===== src/ptm_pkg.sv =====
/*
 * package for the period timer: register offsets, field positions,
 * reset values and bus carrier types.
 * assumes a single 125 MHz system clock and a plain register port.
 */
package ptm_pkg;

   localparam logic [7:0] OFF_FLAGS    = 8'h0C;
   localparam logic [7:0] OFF_COUNT    = 8'h11;
   localparam logic [7:0] OFF_CONTROL  = 8'h12;
   localparam logic [7:0] OFF_ENABLES  = 8'h8C;
   localparam logic [7:0] OFF_PERIOD   = 8'h92;

   localparam int POST_MSB             = 6;
   localparam int POST_LSB             = 3;
   localparam int RUN_BIT              = 2;
   localparam int PRE_MSB              = 1;
   localparam int PRE_LSB              = 0;
   localparam int EVENT_BIT            = 1;

   localparam logic [7:0] RST_COUNT    = 8'h00;
   localparam logic [7:0] RST_PERIOD   = 8'hFF;
   localparam logic [6:0] RST_CONTROL  = 7'h00;
   localparam logic [7:0] RST_FLAGS    = 8'h00;
   localparam logic [7:0] RST_ENABLES  = 8'h00;
   localparam logic [7:0] CONTROL_MASK = 8'h7F;

   // instruction clock is the oscillator divided by four
   localparam logic [1:0] INSTR_DIV_LAST = 2'h3;
   localparam logic [3:0] PRE_LAST_4     = 4'h3;
   localparam logic [3:0] PRE_LAST_16    = 4'hF;

   typedef enum logic [1:0] {
      PRE_DIV1  = 2'b00,
      PRE_DIV4  = 2'b01,
      PRE_DIV16 = 2'b10
   } ptm_pre_t;

   typedef struct packed {
      logic [7:0] addr;
      logic [7:0] wdata;
      logic       wr;
      logic       rd;
   } ptm_bus_req_t;

   typedef struct packed {
      logic [3:0] postSel;
      logic       run;
      logic [1:0] preSel;
   } ptm_ctrl_t;

endpackage : ptm_pkg

===== src/ptm_period_timer.sv =====
/*
 * period timer: 8-bit up counter with period compare, prescaler,
 * postscaler, interrupt flag/enable and match output.
 * assumes a register master that reads one cycle after the read strobe,
 * a synchronous active-high reset, and sys_clk as the oscillator clock.
 */
// Local design decision: the plain strobed port.
`timescale 1ns/100ps

module ptm_period_timer (
   input  wire logic                  sys_clk,
   input  wire logic                  srst,
   input  wire ptm_pkg::ptm_bus_req_t busReq,
   output logic [7:0]                 rdData,
   output logic                       irq,
   output logic                       matchPulse,
   output logic [7:0]                 timeBase,
   output logic [7:0]                 periodValue,
   output logic                       pwmUpdate
);

   logic [7:0]        countQ, countD;
   logic [7:0]        periodQ, periodD;
   ptm_pkg::ptm_ctrl_t ctrlQ, ctrlD;
   logic [7:0]        flagsQ, flagsD;
   logic [7:0]        enablesQ, enablesD;
   logic [1:0]        instrQ, instrD;
   logic [3:0]        preQ, preD;
   logic [3:0]        postQ, postD;
   logic [7:0]        rdDataD;
   logic              matchQ, updateQ;

   wire wrCount   = busReq.wr && busReq.addr == ptm_pkg::OFF_COUNT;
   wire wrControl = busReq.wr && busReq.addr == ptm_pkg::OFF_CONTROL;
   wire wrPeriod  = busReq.wr && busReq.addr == ptm_pkg::OFF_PERIOD;
   wire wrFlags   = busReq.wr && busReq.addr == ptm_pkg::OFF_FLAGS;
   wire wrEnables = busReq.wr && busReq.addr == ptm_pkg::OFF_ENABLES;

   wire scalerClr = wrCount || wrControl;

   // instruction clock only runs while counting
   wire instrTick = ctrlQ.run && instrQ == ptm_pkg::INSTR_DIV_LAST;

   wire [3:0] preLast =
      (ctrlQ.preSel == ptm_pkg::PRE_DIV1) ? 4'h0 :
      (ctrlQ.preSel == ptm_pkg::PRE_DIV4) ? ptm_pkg::PRE_LAST_4 :
                                            ptm_pkg::PRE_LAST_16;
   wire preTick = instrTick && preQ == preLast;

   // match against period ends the cycle
   wire atPeriod = countQ == periodQ;
   wire match    = preTick && atPeriod && !scalerClr;

   wire postTick = match && postQ == ctrlQ.postSel;

   always_comb begin
      instrD = scalerClr ? 2'h0 :
               ctrlQ.run ? instrQ + 2'h1 : instrQ;
      preD = preQ;
      if (scalerClr) begin
         preD = 4'h0;
      end else if (instrTick) begin
         preD = (preQ == preLast) ? 4'h0 : preQ + 4'h1;
      end
      postD = postQ;
      if (scalerClr) begin
         postD = 4'h0;
      end else if (match) begin
         postD = postTick ? 4'h0 : postQ + 4'h1;
      end
   end

   always_comb begin
      countD = countQ;
      if (wrCount) begin
         countD = busReq.wdata;
      // wrap or increment on prescaler pulse
      end else if (preTick) begin
         countD = atPeriod ? ptm_pkg::RST_COUNT : countQ + 8'h01;
      end
   end

   assign periodD = wrPeriod ? busReq.wdata : periodQ;
   // control layout; bit 7 is not stored
   // control write does not touch countQ
   assign ctrlD = wrControl ? ptm_pkg::ptm_ctrl_t'(busReq.wdata[6:0])
                            : ctrlQ;
   assign enablesD = wrEnables ? busReq.wdata : enablesQ;

   always_comb begin
      flagsD = flagsQ;
      if (wrFlags) begin
         flagsD = flagsQ & ~busReq.wdata;
      end
      if (postTick) begin
         flagsD[ptm_pkg::EVENT_BIT] = 1'b1;
      end
   end

   assign rdDataD =
      (busReq.addr == ptm_pkg::OFF_COUNT)   ? countQ :
      (busReq.addr == ptm_pkg::OFF_PERIOD)  ? periodQ :
      (busReq.addr == ptm_pkg::OFF_CONTROL) ? {1'b0, ctrlQ} :
      (busReq.addr == ptm_pkg::OFF_FLAGS)   ? flagsQ :
      (busReq.addr == ptm_pkg::OFF_ENABLES) ? enablesQ : 8'h00;

   always_ff @(posedge sys_clk) begin
      if (srst) begin
         countQ   <= ptm_pkg::RST_COUNT;
         periodQ  <= ptm_pkg::RST_PERIOD;
         ctrlQ    <= ptm_pkg::RST_CONTROL;
         flagsQ   <= ptm_pkg::RST_FLAGS;
         enablesQ <= ptm_pkg::RST_ENABLES;
         instrQ   <= 2'h0;
         preQ     <= 4'h0;
         postQ    <= 4'h0;
         rdData   <= 8'h00;
         matchQ   <= 1'b0;
         updateQ  <= 1'b0;
      end else begin
         countQ   <= countD;
         periodQ  <= periodD;
         ctrlQ    <= ctrlD;
         flagsQ   <= flagsD;
         enablesQ <= enablesD;
         instrQ   <= instrD;
         preQ     <= preD;
         postQ    <= postD;
         rdData   <= busReq.rd ? rdDataD : 8'h00;
         matchQ   <= match;
         updateQ  <= postTick;
      end
   end

   assign matchPulse  = matchQ;
   assign timeBase    = countQ;
   assign periodValue = periodQ;
   // one update strobe for every PWM user
   assign pwmUpdate   = updateQ;
   assign irq = |(flagsQ & enablesQ & (8'h01 << ptm_pkg::EVENT_BIT));
endmodule : ptm_period_timer


===== config.mk =====
export PLATFORM = sky130hd
export DESIGN_NAME = ptm_period_timer
export DESIGN_NICKNAME = d
export VERILOG_FILES = /design/src/ptm_pkg.sv /design/src/ptm_period_timer.sv
export SDC_FILE = /design/constraint.sdc
export NUM_CORES = 1
export LEC_CHECK = 0
export BUFFER_PORTS_ARGS = -buffer_cell sky130_fd_sc_hd__buf_4
export CAP_MARGIN = 20
export CORE_ASPECT_RATIO = 0.5
export CORE_MARGIN = 8
export CORE_UTILIZATION = 35
export DETAILED_ROUTE_END_ITERATION = 8
export PLACE_DENSITY = 0.54
export SYNTH_ARGS = -nofsm -noshare
export SYNTH_HDL_FRONTEND = slang
export SYNTH_SLANG_ARGS = --single-unit

===== constraint.sdc =====
create_clock -name sys_clk -period 4.7 [get_ports sys_clk]
set_input_delay 0.705 -clock sys_clk [delete_from_list [all_inputs] [get_ports sys_clk]]
set_output_delay 0.705 -clock sys_clk [all_outputs]
set_load 0.02 [all_outputs]

==> results.sh, run 1 <==
export IMPL_hold_viol=0
export IMPL_placed_area_um2=3290
export IMPL_leakage_nw=1.39
export IMPL_rr_worst_depth=5
export IMPL_diodes=0
export IMPL_vdd_drop_max_uv=167
export IMPL_path_clk_slew_ns=0.05
export IMPL_regArea_um2=1180
export IMPL_rows=23
export IMPL_synth_top_family_by_area="simple AND/OR/NAND/NOR gates"
export IMPL_multiInputGateArea_um2=1560
export IMPL_die_area_um2=11500
export IMPL_ys_async_sr_fraction_pct=0
export IMPL_synth_simple_gate_area_share_pct=28.6
export IMPL_clockBufferDepth=2
export IMPL_dr_pass1_iters=5
export IMPL_synth_xor_area_share_pct=4.29
export IMPL_drt_total_wl_um=8850
export IMPL_drv_slew=0
export IMPL_area_delta_synth_final_pct=25.2
export IMPL_grt_overflow=0
export IMPL_p_per_area_nw_per_um2=334
export IMPL_arrival_ns=2.78
export IMPL_synth_common_cells="dfxtp_1, nand2_1, nand3_1"
export IMPL_finClkSkew_ns=0.00853
export IMPL_ios=47
export IMPL_slew_headroom_pct=44.7
export IMPL_numCtsBuffers=9
export IMPL_synth_mux_area_share_pct=0.700
export IMPL_min_period_ns=2.57
export IMPL_clkLatencyLatePin_ns=0.33
export IMPL_drt_iter0_drc=254
export IMPL_crit_required_ns=4.91
export IMPL_worstMarginPinSlew_ns=0.823
export IMPL_synth_adder_area_share_pct=1.75
export IMPL_cts_sinks=59
export IMPL_grt_pass1_wl_um=14000
export IMPL_holdBufCountCts=0
export IMPL_fmax_ghz=0.389
export IMPL_hold_path_class="flip-flop to flip-flop"
export IMPL_cts_resized_gates=0
export IMPL_dr_total_vias=2835
export IMPL_start_kind="input port"
export IMPL_design_area_um2=3580
export IMPL_synth_area_leaders="dfxtp_1, nand2_1, nand3_1"
export IMPL_tns_ns=0
export IMPL_synth_avg_cell_area_um2=8.46
export IMPL_cts_tree="done"
export IMPL_maxCapViolCount=0
export IMPL_place_hpwl_um=6340
export IMPL_fin_nets=407
export IMPL_layout_drive_gt1_share_pct=20.9
export IMPL_yosysTopAreaCell="dfxtp_1"
export IMPL_grt_usage_pct=15.9
export IMPL_synth_top_area_share_pct=41.3
export IMPL_ys_warn_count=0
export IMPL_netlist_area_um2=2860
export IMPL_cts_root_buf="clkbuf_16"
export IMPL_core_area_um2=7970
export IMPL_gp_congestion=0.869
export IMPL_grt_pass1_vias=2595
export IMPL_synth_nets=362
export IMPL_drtAntennaViolNets=0
export IMPL_grt_setup_unrepaired="no"
export IMPL_start_util_pct=35.9
export IMPL_die_width_um=144
export IMPL_cts_max_level=3
export IMPL_cp_end_kind="flip-flop"
export IMPL_synth_edf_count=0
export IMPL_wl_per_cell_um=17.7
export IMPL_cts_setup_buffers=0
export IMPL_synth_seq_cells=59
export IMPL_status="complete, no violations"
export IMPL_path_class="input port to flip-flop"
export IMPL_period_share_pct=54.7
export IMPL_nFillCells=792
export IMPL_syn_inst=338
export IMPL_viasPerCell=5.67
export IMPL_grt_max_degree=31
export IMPL_whs_path_depth=2
export IMPL_synth_compound_area_share_pct=19.1
export IMPL_chipHeight_um=79.9
export IMPL_antenna_found_initial=0
export IMPL_portBuffers=46
export IMPL_path_max_fanout=15
export IMPL_ys_flop_type="dfxtp_1"
export IMPL_setup_viol=0
export IMPL_yosysSeqAreaShare_pct=41.3
export IMPL_synthDistinctLibCells=53
export IMPL_drc=0
routing by layer:
layer,global-route usage (%),vias up,share of wire (%)
met1,19.8,1383,45
met5,0,-,0
met2,24.5,106,44
met3,6.68,13,9.6
met4,4.79,0,1.5
li1,-,1333,-
state kept, by name, summed over array words and instances (netlist names):
register / flops
ctrlQ: 7
enablesQ: 8
flagsQ: 8
instrQ: 2
matchPulse: 1
periodValue: 8
postQ: 4
preQ: 4
pwmUpdate: 1
rdData: 8
timeBase: 8
kinds of logic after synthesis:
kind of cell / Yosys count
multiplexers: 2
adder cells (fa/ha/maj): 4
AO/OA/AOI/OAI: 77
AND/OR/NAND/NOR: 157
flip-flops: 59
buffers and inverters: 25
XOR/XNOR: 14
worst max-delay path, cell delays in order:
cell	delay, ns
buf_4	0.11
or4b_1	0.64
or4_1	0.76
o21ai_0	0.32
o41a_2	0.18
o31ai_1	0.06
path summary, 6_finish.rpt:
kind	end	slack, ns	startpoint
setup / recovery	timeBase[6]$_SDFFE_PP0P_	2.13	busReq[15]
setup reg to reg	pwmUpdate$_SDFF_PP0_	2.13	timeBase[2]$_SDFFE_PP0P_
hold reg to reg	enablesQ[6]$_SDFFE_PP0P_	0.46	enablesQ[6]$_SDFFE_PP0P_
hold / removal	enablesQ[6]$_SDFFE_PP0P_	0.46	enablesQ[6]$_SDFFE_PP0P_
cells in the final DEF, fill, tap and decap left out, types with 2 or more instances in the layout:
cell type / synthesis / layout
nand4b_1: 2 / 2
inv_1: 9 / 9
nor3_1: 3 / 3
xor2_1: 13 / 13
ha_1: 4 / 4
dfxtp_1: 59 / 59
o211ai_1: 2 / 2
o21ai_0: 13 / 13
and2_1: 3 / 3
buf_4: 0 / 49
or4_1: 5 / 5
mux2i_1: 2 / 2
clkbuf_1: 10 / 4
nand3_1: 34 / 34
and2_2: 2 / 2
nand2_1: 59 / 59
nor4_1: 5 / 4
a21boi_0: 2 / 2
nor4_2: 4 / 5
a21oi_1: 25 / 25
a31oi_1: 7 / 7
nand4_1: 2 / 2
a311oi_1: 2 / 2
and3_2: 2 / 2
clkbuf_16: 0 / 9
or3_1: 5 / 5
o311ai_0: 2 / 2
a222oi_1: 7 / 7
and3_1: 7 / 7
a22o_1: 7 / 7
nand2b_1: 2 / 2
or2_2: 2 / 2
nor2_1: 12 / 12
report_power, final:
part	internal, mW	total (mW)	switching (mW)	leakage, nW
sequential	0.502	0.502	0.000744	0.475
combinational	0.0168	0.0483	0.0314	0.778
clock	0.424	0.645	0.221	0.141
final cells by class:
type / count / area share, %
flip-flops and latches: 59 / 33.0
clock inverters: 2 / 0.979
multi-input cells: 254 / 43.7
repair buffers: 50 / 10.4
well taps: 112 / 3.91
inverters: 9 / 0.944
clock buffers: 14 / 7.10
metrics by stage:
step / power, mW / setup WS (ns) / std cells / utilization (%) / hold slack (ns)
after floorplan: 0.534 / 2.24 / 338 / - / 0.436
after global placement: 0.560 / 1.86 / 483 / 41.2 / 0.445
after detailed placement: 0.560 / 1.84 / 484 / 41.3 / 0.449
after CTS: 1.21 / 2.17 / 500 / 44.9 / 0.457
after global routing: 1.24 / 1.90 / 500 / 44.9 / 0.476
final: 1.20 / 2.13 / 500 / 44.9 / 0.456
Power figures use the tool's default switching activity.
==> run 2: changes to the inputs <==
--- a/config.mk
+++ b/config.mk
@@ -11,7 +11,7 @@
 export CORE_MARGIN = 8
 export CORE_UTILIZATION = 35
 export DETAILED_ROUTE_END_ITERATION = 8
-export PLACE_DENSITY = 0.54
+export PLACE_DENSITY = 0.56
 export SYNTH_ARGS = -nofsm -noshare
 export SYNTH_HDL_FRONTEND = slang
 export SYNTH_SLANG_ARGS = --single-unit
==> constraint.sdc (replaced) <==
create_clock -name sys_clk -period 2.14 [get_ports sys_clk]
set_input_delay 0.321 -clock sys_clk [delete_from_list [all_inputs] [get_ports sys_clk]]
set_output_delay 0.321 -clock sys_clk [all_outputs]
set_load 0.02 [all_outputs]
==> run 2 against run 1 <==
  * Cell count up 5.6%
  * Core utilization up 2.8 points
  * Highest routed layer unchanged
  * Sequential share of layout area down 1.9 points
  * Die area unchanged
  * Combinational power up 140%
  * Count of clock-buffer cells in the layout down 1
==> results.sh, run 2 (same netlist as run 1, synthesis figures left out) <==
export IMPL_status="complete, no violations"
export IMPL_die_width_um=144
export IMPL_drtAntennaViolNets=0
export IMPL_slowest_stage="or4_1"
export IMPL_min_period_ns=2.05
export IMPL_tns_ns=0
export IMPL_cts_sinks=59
export IMPL_chipHeight_um=79.9
export IMPL_cts_root_buf="clkbuf_16"
export IMPL_cp_end_kind="flip-flop"
export IMPL_numCtsBuffers=9
export IMPL_grt_usage_pct=17.2
export IMPL_maxCapViolCount=0
export IMPL_path_delay_family="simple AND/OR/NAND/NOR gates"
export IMPL_layoutNonFillerInstCount=528
export IMPL_p_total_mw=2.58
export IMPL_clkLatencyLatePin_ns=0.34
export IMPL_place_ws_ns=0.00824
export IMPL_slowest_delay_ns=0.48
export IMPL_gp_congestion=0.907
export IMPL_dp_cells=511
export IMPL_drt_total_wl_um=9390
export IMPL_crit_buf_inv=1
export IMPL_dr_pass1_iters=6
export IMPL_drc=0
export IMPL_layout_drive_gt1_share_pct=27.2
export IMPL_leakage_nw=1.54
export IMPL_clockBufferDepth=2
export IMPL_grt_pass1_vias=2875
export IMPL_crit_required_ns=2.40
export IMPL_hold_ws_ns=0.263
export IMPL_vdd_drop_max_uv=392
export IMPL_place_hpwl_um=6830
export IMPL_wl_per_cell_um=17.8
export IMPL_placed_area_um2=3500
export IMPL_fin_util_pct=47.7
export IMPL_cts_tree="done"
export IMPL_nFillCells=782
export IMPL_fin_nets=436
export IMPL_cts_max_level=3
export IMPL_slew_headroom_pct=64.9
export IMPL_viasPerCell=5.54
export IMPL_start_util_pct=35.9
export IMPL_core_area_um2=7970
export IMPL_path_clk_slew_ns=0.05
export IMPL_design_area_um2=3800
export IMPL_area_delta_synth_final_pct=32.9
export IMPL_grt_pass1_wl_um=15300
export IMPL_ios=47
export IMPL_path_class="flip-flop to flip-flop"
export IMPL_grt_max_degree=29
export IMPL_antenna_found_initial=0
export IMPL_die_area_um2=11500
export IMPL_worst_slack_ns=0.0950
export IMPL_period_share_pct=95.6
export IMPL_grt_overflow=0
export IMPL_path_max_fanout=8
export IMPL_rows=23
export IMPL_arrival_ns=2.30
export IMPL_p_per_area_nw_per_um2=678
export IMPL_holdBufCountCts=0
export IMPL_crit_chain="or3_4 > a2111oi_4 > buf_6 > o21ai_4 > or4_1 > a31oi_1"
export IMPL_hold_path_class="input port to flip-flop"
export IMPL_dr_total_vias=2923
export IMPL_grt_setup_unrepaired="no"
export IMPL_hold_viol=0
export IMPL_layout_common_cells="buf_4, nand2_1, dfxtp_1"
export IMPL_diodes=0
export IMPL_mostFrequentLayoutCell="buf_4"
export IMPL_portBuffers=46
export IMPL_fmax_ghz=0.489
export IMPL_setup_viol=0
export IMPL_worstMarginPinSlew_ns=0.525
export IMPL_start_kind="flip-flop"
export IMPL_finClkSkew_ns=0.00583
export IMPL_drv_slew=0
export IMPL_drt_iter0_drc=248
==> run 2: what timing repair did <==
item / 4_1_cts / 5_1_grt
setup endpoints to repair: 1 / 10
resized for setup: 0 / 3
cloned: 1 / 0
setup buffers: 1 / 0
pin swaps: 2 / 2
hold endpoints to repair: 0 / 0
==> run 2: area by class of cell <==
cell class              instances  area [um2]  share of cell area, %
clock buffers                  13         270                   7.11
inverters                       9        33.8                  0.888
multi-input cells             255        1580                   41.5
flip-flops and latches         59        1180                   31.1
well taps                     112         140                   3.69
repair buffers                 78         589                   15.5
clock inverters                 2        10.0                  0.263
==> run 2: routing by layer <==
| metal | part of all wire (%) | global-route usage [%] | vias to the layer above |
|---|---|---|---|
| met5 | 0 | 0 | - |
| met4 | 2.2 | 5.62 | 0 |
| met1 | 42 | 21.2 | 1375 |
| met2 | 45 | 26.9 | 130 |
| met3 | 11 | 7.16 | 26 |
| li1 | - | - | 1392 |
==> run 2: power breakdown <==
group	leakage, nW	total, mW	internal [mW]	switching [mW]
Clock	0.141	1.36	0.866	0.494
Combinational	0.922	0.115	0.0433	0.0715
Sequential	0.475	1.10	1.10	0.00110
Total	1.54	2.58	2.01	0.566
==> run 2: tightest hold or removal path, stage by stage <==
cell     delay, ns
buf_4         0.11
nand3_1       0.06
nand3_1       0.07
==> run 2: worst paths after layout <==
check / startpoint / endpoint / slack, ns / depth (start not counted)
max: ctrlQ[0]$_SDFFE_PP0P_ / timeBase[3]$_SDFFE_PP0P_ / 0.09 / 6
min: busReq[9] / periodValue[7]$_SDFFE_PP1P_ / 0.26 / 3
max reg2reg: ctrlQ[0]$_SDFFE_PP0P_ / timeBase[3]$_SDFFE_PP0P_ / 0.09 / 6
min reg2reg: enablesQ[4]$_SDFFE_PP0P_ / enablesQ[4]$_SDFFE_PP0P_ / 0.46 / 2
==> run 3: changes to the inputs <==
--- a/config.mk
+++ b/config.mk
@@ -12,6 +12,7 @@
 export CORE_UTILIZATION = 35
 export DETAILED_ROUTE_END_ITERATION = 8
 export PLACE_DENSITY = 0.56
+export SETUP_SLACK_MARGIN = 0.3
 export SYNTH_ARGS = -nofsm -noshare
 export SYNTH_HDL_FRONTEND = slang
 export SYNTH_SLANG_ARGS = --single-unit
==> run 3 against run 2 <==
  * Sequential share of layout area down 1.5 points
  * Core utilization up 2.8 points
  * Cell count up 0.57%
  * Global-route usage down 0.070 points
  * Sequential power about the same
  * Sequential cell count unchanged
  * Largest cell class unchanged
==> results.sh, run 3 (same netlist as run 1, synthesis figures left out) <==
export IMPL_status="complete, no violations"
export IMPL_power_frac_comb_pct=4.8
export IMPL_period_share_pct=94.8
export IMPL_drt_iter0_drc=285
export IMPL_pwr_share_seq_pct=42.9
export IMPL_viasPerCell=5.54
export IMPL_wl_per_cell_um=18.4
export IMPL_design_area_um2=4030
export IMPL_drtAntennaViolNets=0
export IMPL_cp_end_kind="flip-flop"
export IMPL_regArea_um2=1190
export IMPL_area_delta_synth_final_pct=40.8
export IMPL_slowest_delay_ns=0.39
export IMPL_holdBufCountCts=0
export IMPL_path_class="flip-flop to flip-flop"
export IMPL_gp_congestion=0.867
export IMPL_drv_slew=0
export IMPL_placed_area_um2=3510
export IMPL_p_per_area_nw_per_um2=639
export IMPL_rows=23
export IMPL_layout_drive_gt1_share_pct=33.7
export IMPL_power_switching_uw=561
export IMPL_clockBufferDepth=2
export IMPL_start_kind="flip-flop"
export IMPL_grt_pass1_vias=2859
export IMPL_crit_chain="or3_4 > a2111oi_4 > buf_6 > o21ai_4 > or3_1 > a311oi_2"
export IMPL_finClkSkew_ns=0.00574
export IMPL_cts_tree="done"
export IMPL_r2r_end="timeBase[0]$_SDFFE_PP0P_"
export IMPL_clkLatencyLatePin_ns=0.33
export IMPL_numCtsBuffers=9
export IMPL_hp_start="busReq[9]"
export IMPL_layoutNonFillerInstCount=531
export IMPL_setup_viol=0
export IMPL_core_area_um2=7970
export IMPL_worstReg2RegStart="ctrlQ[0]$_SDFFE_PP0P_"
export IMPL_dr_total_vias=2942
export IMPL_fmax_ghz=0.493
export IMPL_fin_nets=439
export IMPL_slew_headroom_pct=66.0
export IMPL_hold_path_end="periodValue[7]$_SDFFE_PP1P_"
export IMPL_grt_overflow=0
export IMPL_place_hpwl_um=6740
export IMPL_antenna_found_initial=0
export IMPL_min_period_ns=2.03
export IMPL_arrival_ns=2.26
export IMPL_tns_ns=0
export IMPL_path_max_fanout=5
export IMPL_grt_pass1_wl_um=15200
export IMPL_drc=0
export IMPL_p_int_mw=2.01
export IMPL_pwr_share_clk_pct=52.4
export IMPL_path_clk_slew_ns=0.05
export IMPL_grt_max_degree=29
export IMPL_whs_path_depth=3
export IMPL_drt_total_wl_um=9800
export IMPL_switching_share_pct=21.8
export IMPL_mostFrequentLayoutCell="buf_4"
export IMPL_cts_max_level=3
export IMPL_hold_ws_ns=0.262
export IMPL_portBuffers=46
export IMPL_layout_common_cells="buf_4, nand2_1, dfxtp_1"
export IMPL_leakage_nw=1.62
export IMPL_rr_worst_depth=6
export IMPL_dp_cells=503
export IMPL_chipHeight_um=79.9
export IMPL_nFillCells=758
export IMPL_cts_root_buf="clkbuf_16"
export IMPL_grt_setup_unrepaired="yes"
export IMPL_vdd_drop_max_uv=345
export IMPL_r2r_slack_ns=0.11
export IMPL_dr_pass1_iters=5
export IMPL_grt_usage_pct=17.2
export IMPL_diodes=0
export IMPL_cts_sinks=59
export IMPL_maxCapViolCount=0
export IMPL_die_area_um2=11500
export IMPL_die_width_um=144
export IMPL_ios=47
export IMPL_start_util_pct=35.9
export IMPL_hold_viol=0
export IMPL_crit_required_ns=2.38
export IMPL_hold_path_class="input port to flip-flop"
export IMPL_slowest_stage="or3_4"
export IMPL_worstMarginPinSlew_ns=0.507
export IMPL_startpoint="ctrlQ[0]$_SDFFE_PP0P_"
export IMPL_multiInputGateArea_um2=1740
[run 3: cell types whose count changed in the layout (fill, tap and decap cells not counted), sizes merged]
cell   previous run  this run
buf              78        80
o21ai            15        16
[run 3: worst max-delay path by stage]
stage | to | slack (ns) | cells past startpoint
finish | timeBase[0]$_SDFFE_PP0P_ | 0.11 | 6
global route | timeBase[0]$_SDFFE_PP0P_ | 0.05 | 6
CTS | postQ[0]$_SDFFE_PP0P_ | 0.17 | 6
detailed placement | timeBase[2]$_SDFFE_PP0P_ | 0.03 | 6
global placement | timeBase[3]$_SDFFE_PP0P_ | 0.09 | 6
floorplan | timeBase[4]$_SDFFE_PP0P_ | 0.20 | 6
[run 3: cell type report]
type / count / share of cell area (%)
clock buffer: 13 / 6.71
inverter: 9 / 0.839
multi-input combinational: 256 / 43.1
timing repair buffer: 80 / 16.1
clock inverter: 2 / 0.249
tap: 112 / 3.48
sequential: 59 / 29.5
[run 3: metrics by stage]
stage / utilization (%) / power [mW] / setup WS [ns]
after CTS: 49.4 / 2.60 / 0.169
after floorplan: - / 1.18 / 0.198
after global routing: 50.5 / 2.64 / 0.0469
after global placement: 44.1 / 1.24 / 0.0851
final: 50.5 / 2.57 / 0.112
after detailed placement: 44.1 / 1.25 / 0.0347
[run 3: critical path, delay by kind of cell, from the launching register on]
family	cells	cell delay [ns]
AND/OR/NAND/NOR	2	0.73
AO/OA/AOI/OAI	3	0.71
buffers and inverters	1	0.18
flip-flops	1	0.32
[run 3: layer usage]
layer | global-route usage [%] | part of all wire (%) | vias up
met4 | 6.24 | 1.7 | 0
met1 | 22.0 | 44 | 1407
met3 | 5.37 | 8.3 | 16
met5 | 0 | 0 | -
li1 | - | - | 1402
met2 | 26.7 | 46 | 117
[run 3: power by group through the flow]
stage	logic (mW)	clock network [mW]	registers, mW
after floorplan	0.0504	0	1.13
after global placement	0.116	0	1.13
after detailed placement	0.120	0	1.13
after CTS	0.121	1.37	1.10
after global routing	0.131	1.41	1.10
final	0.123	1.35	1.10
[run 3: what timing repair did]
item / 4_1_cts / 5_1_grt
pin swaps: 11 / 8
resized for setup: 12 / 22
gates cloned: 2 / 0
setup buffers: 9 / 2
endpoints found under the setup margin: 12 / 17
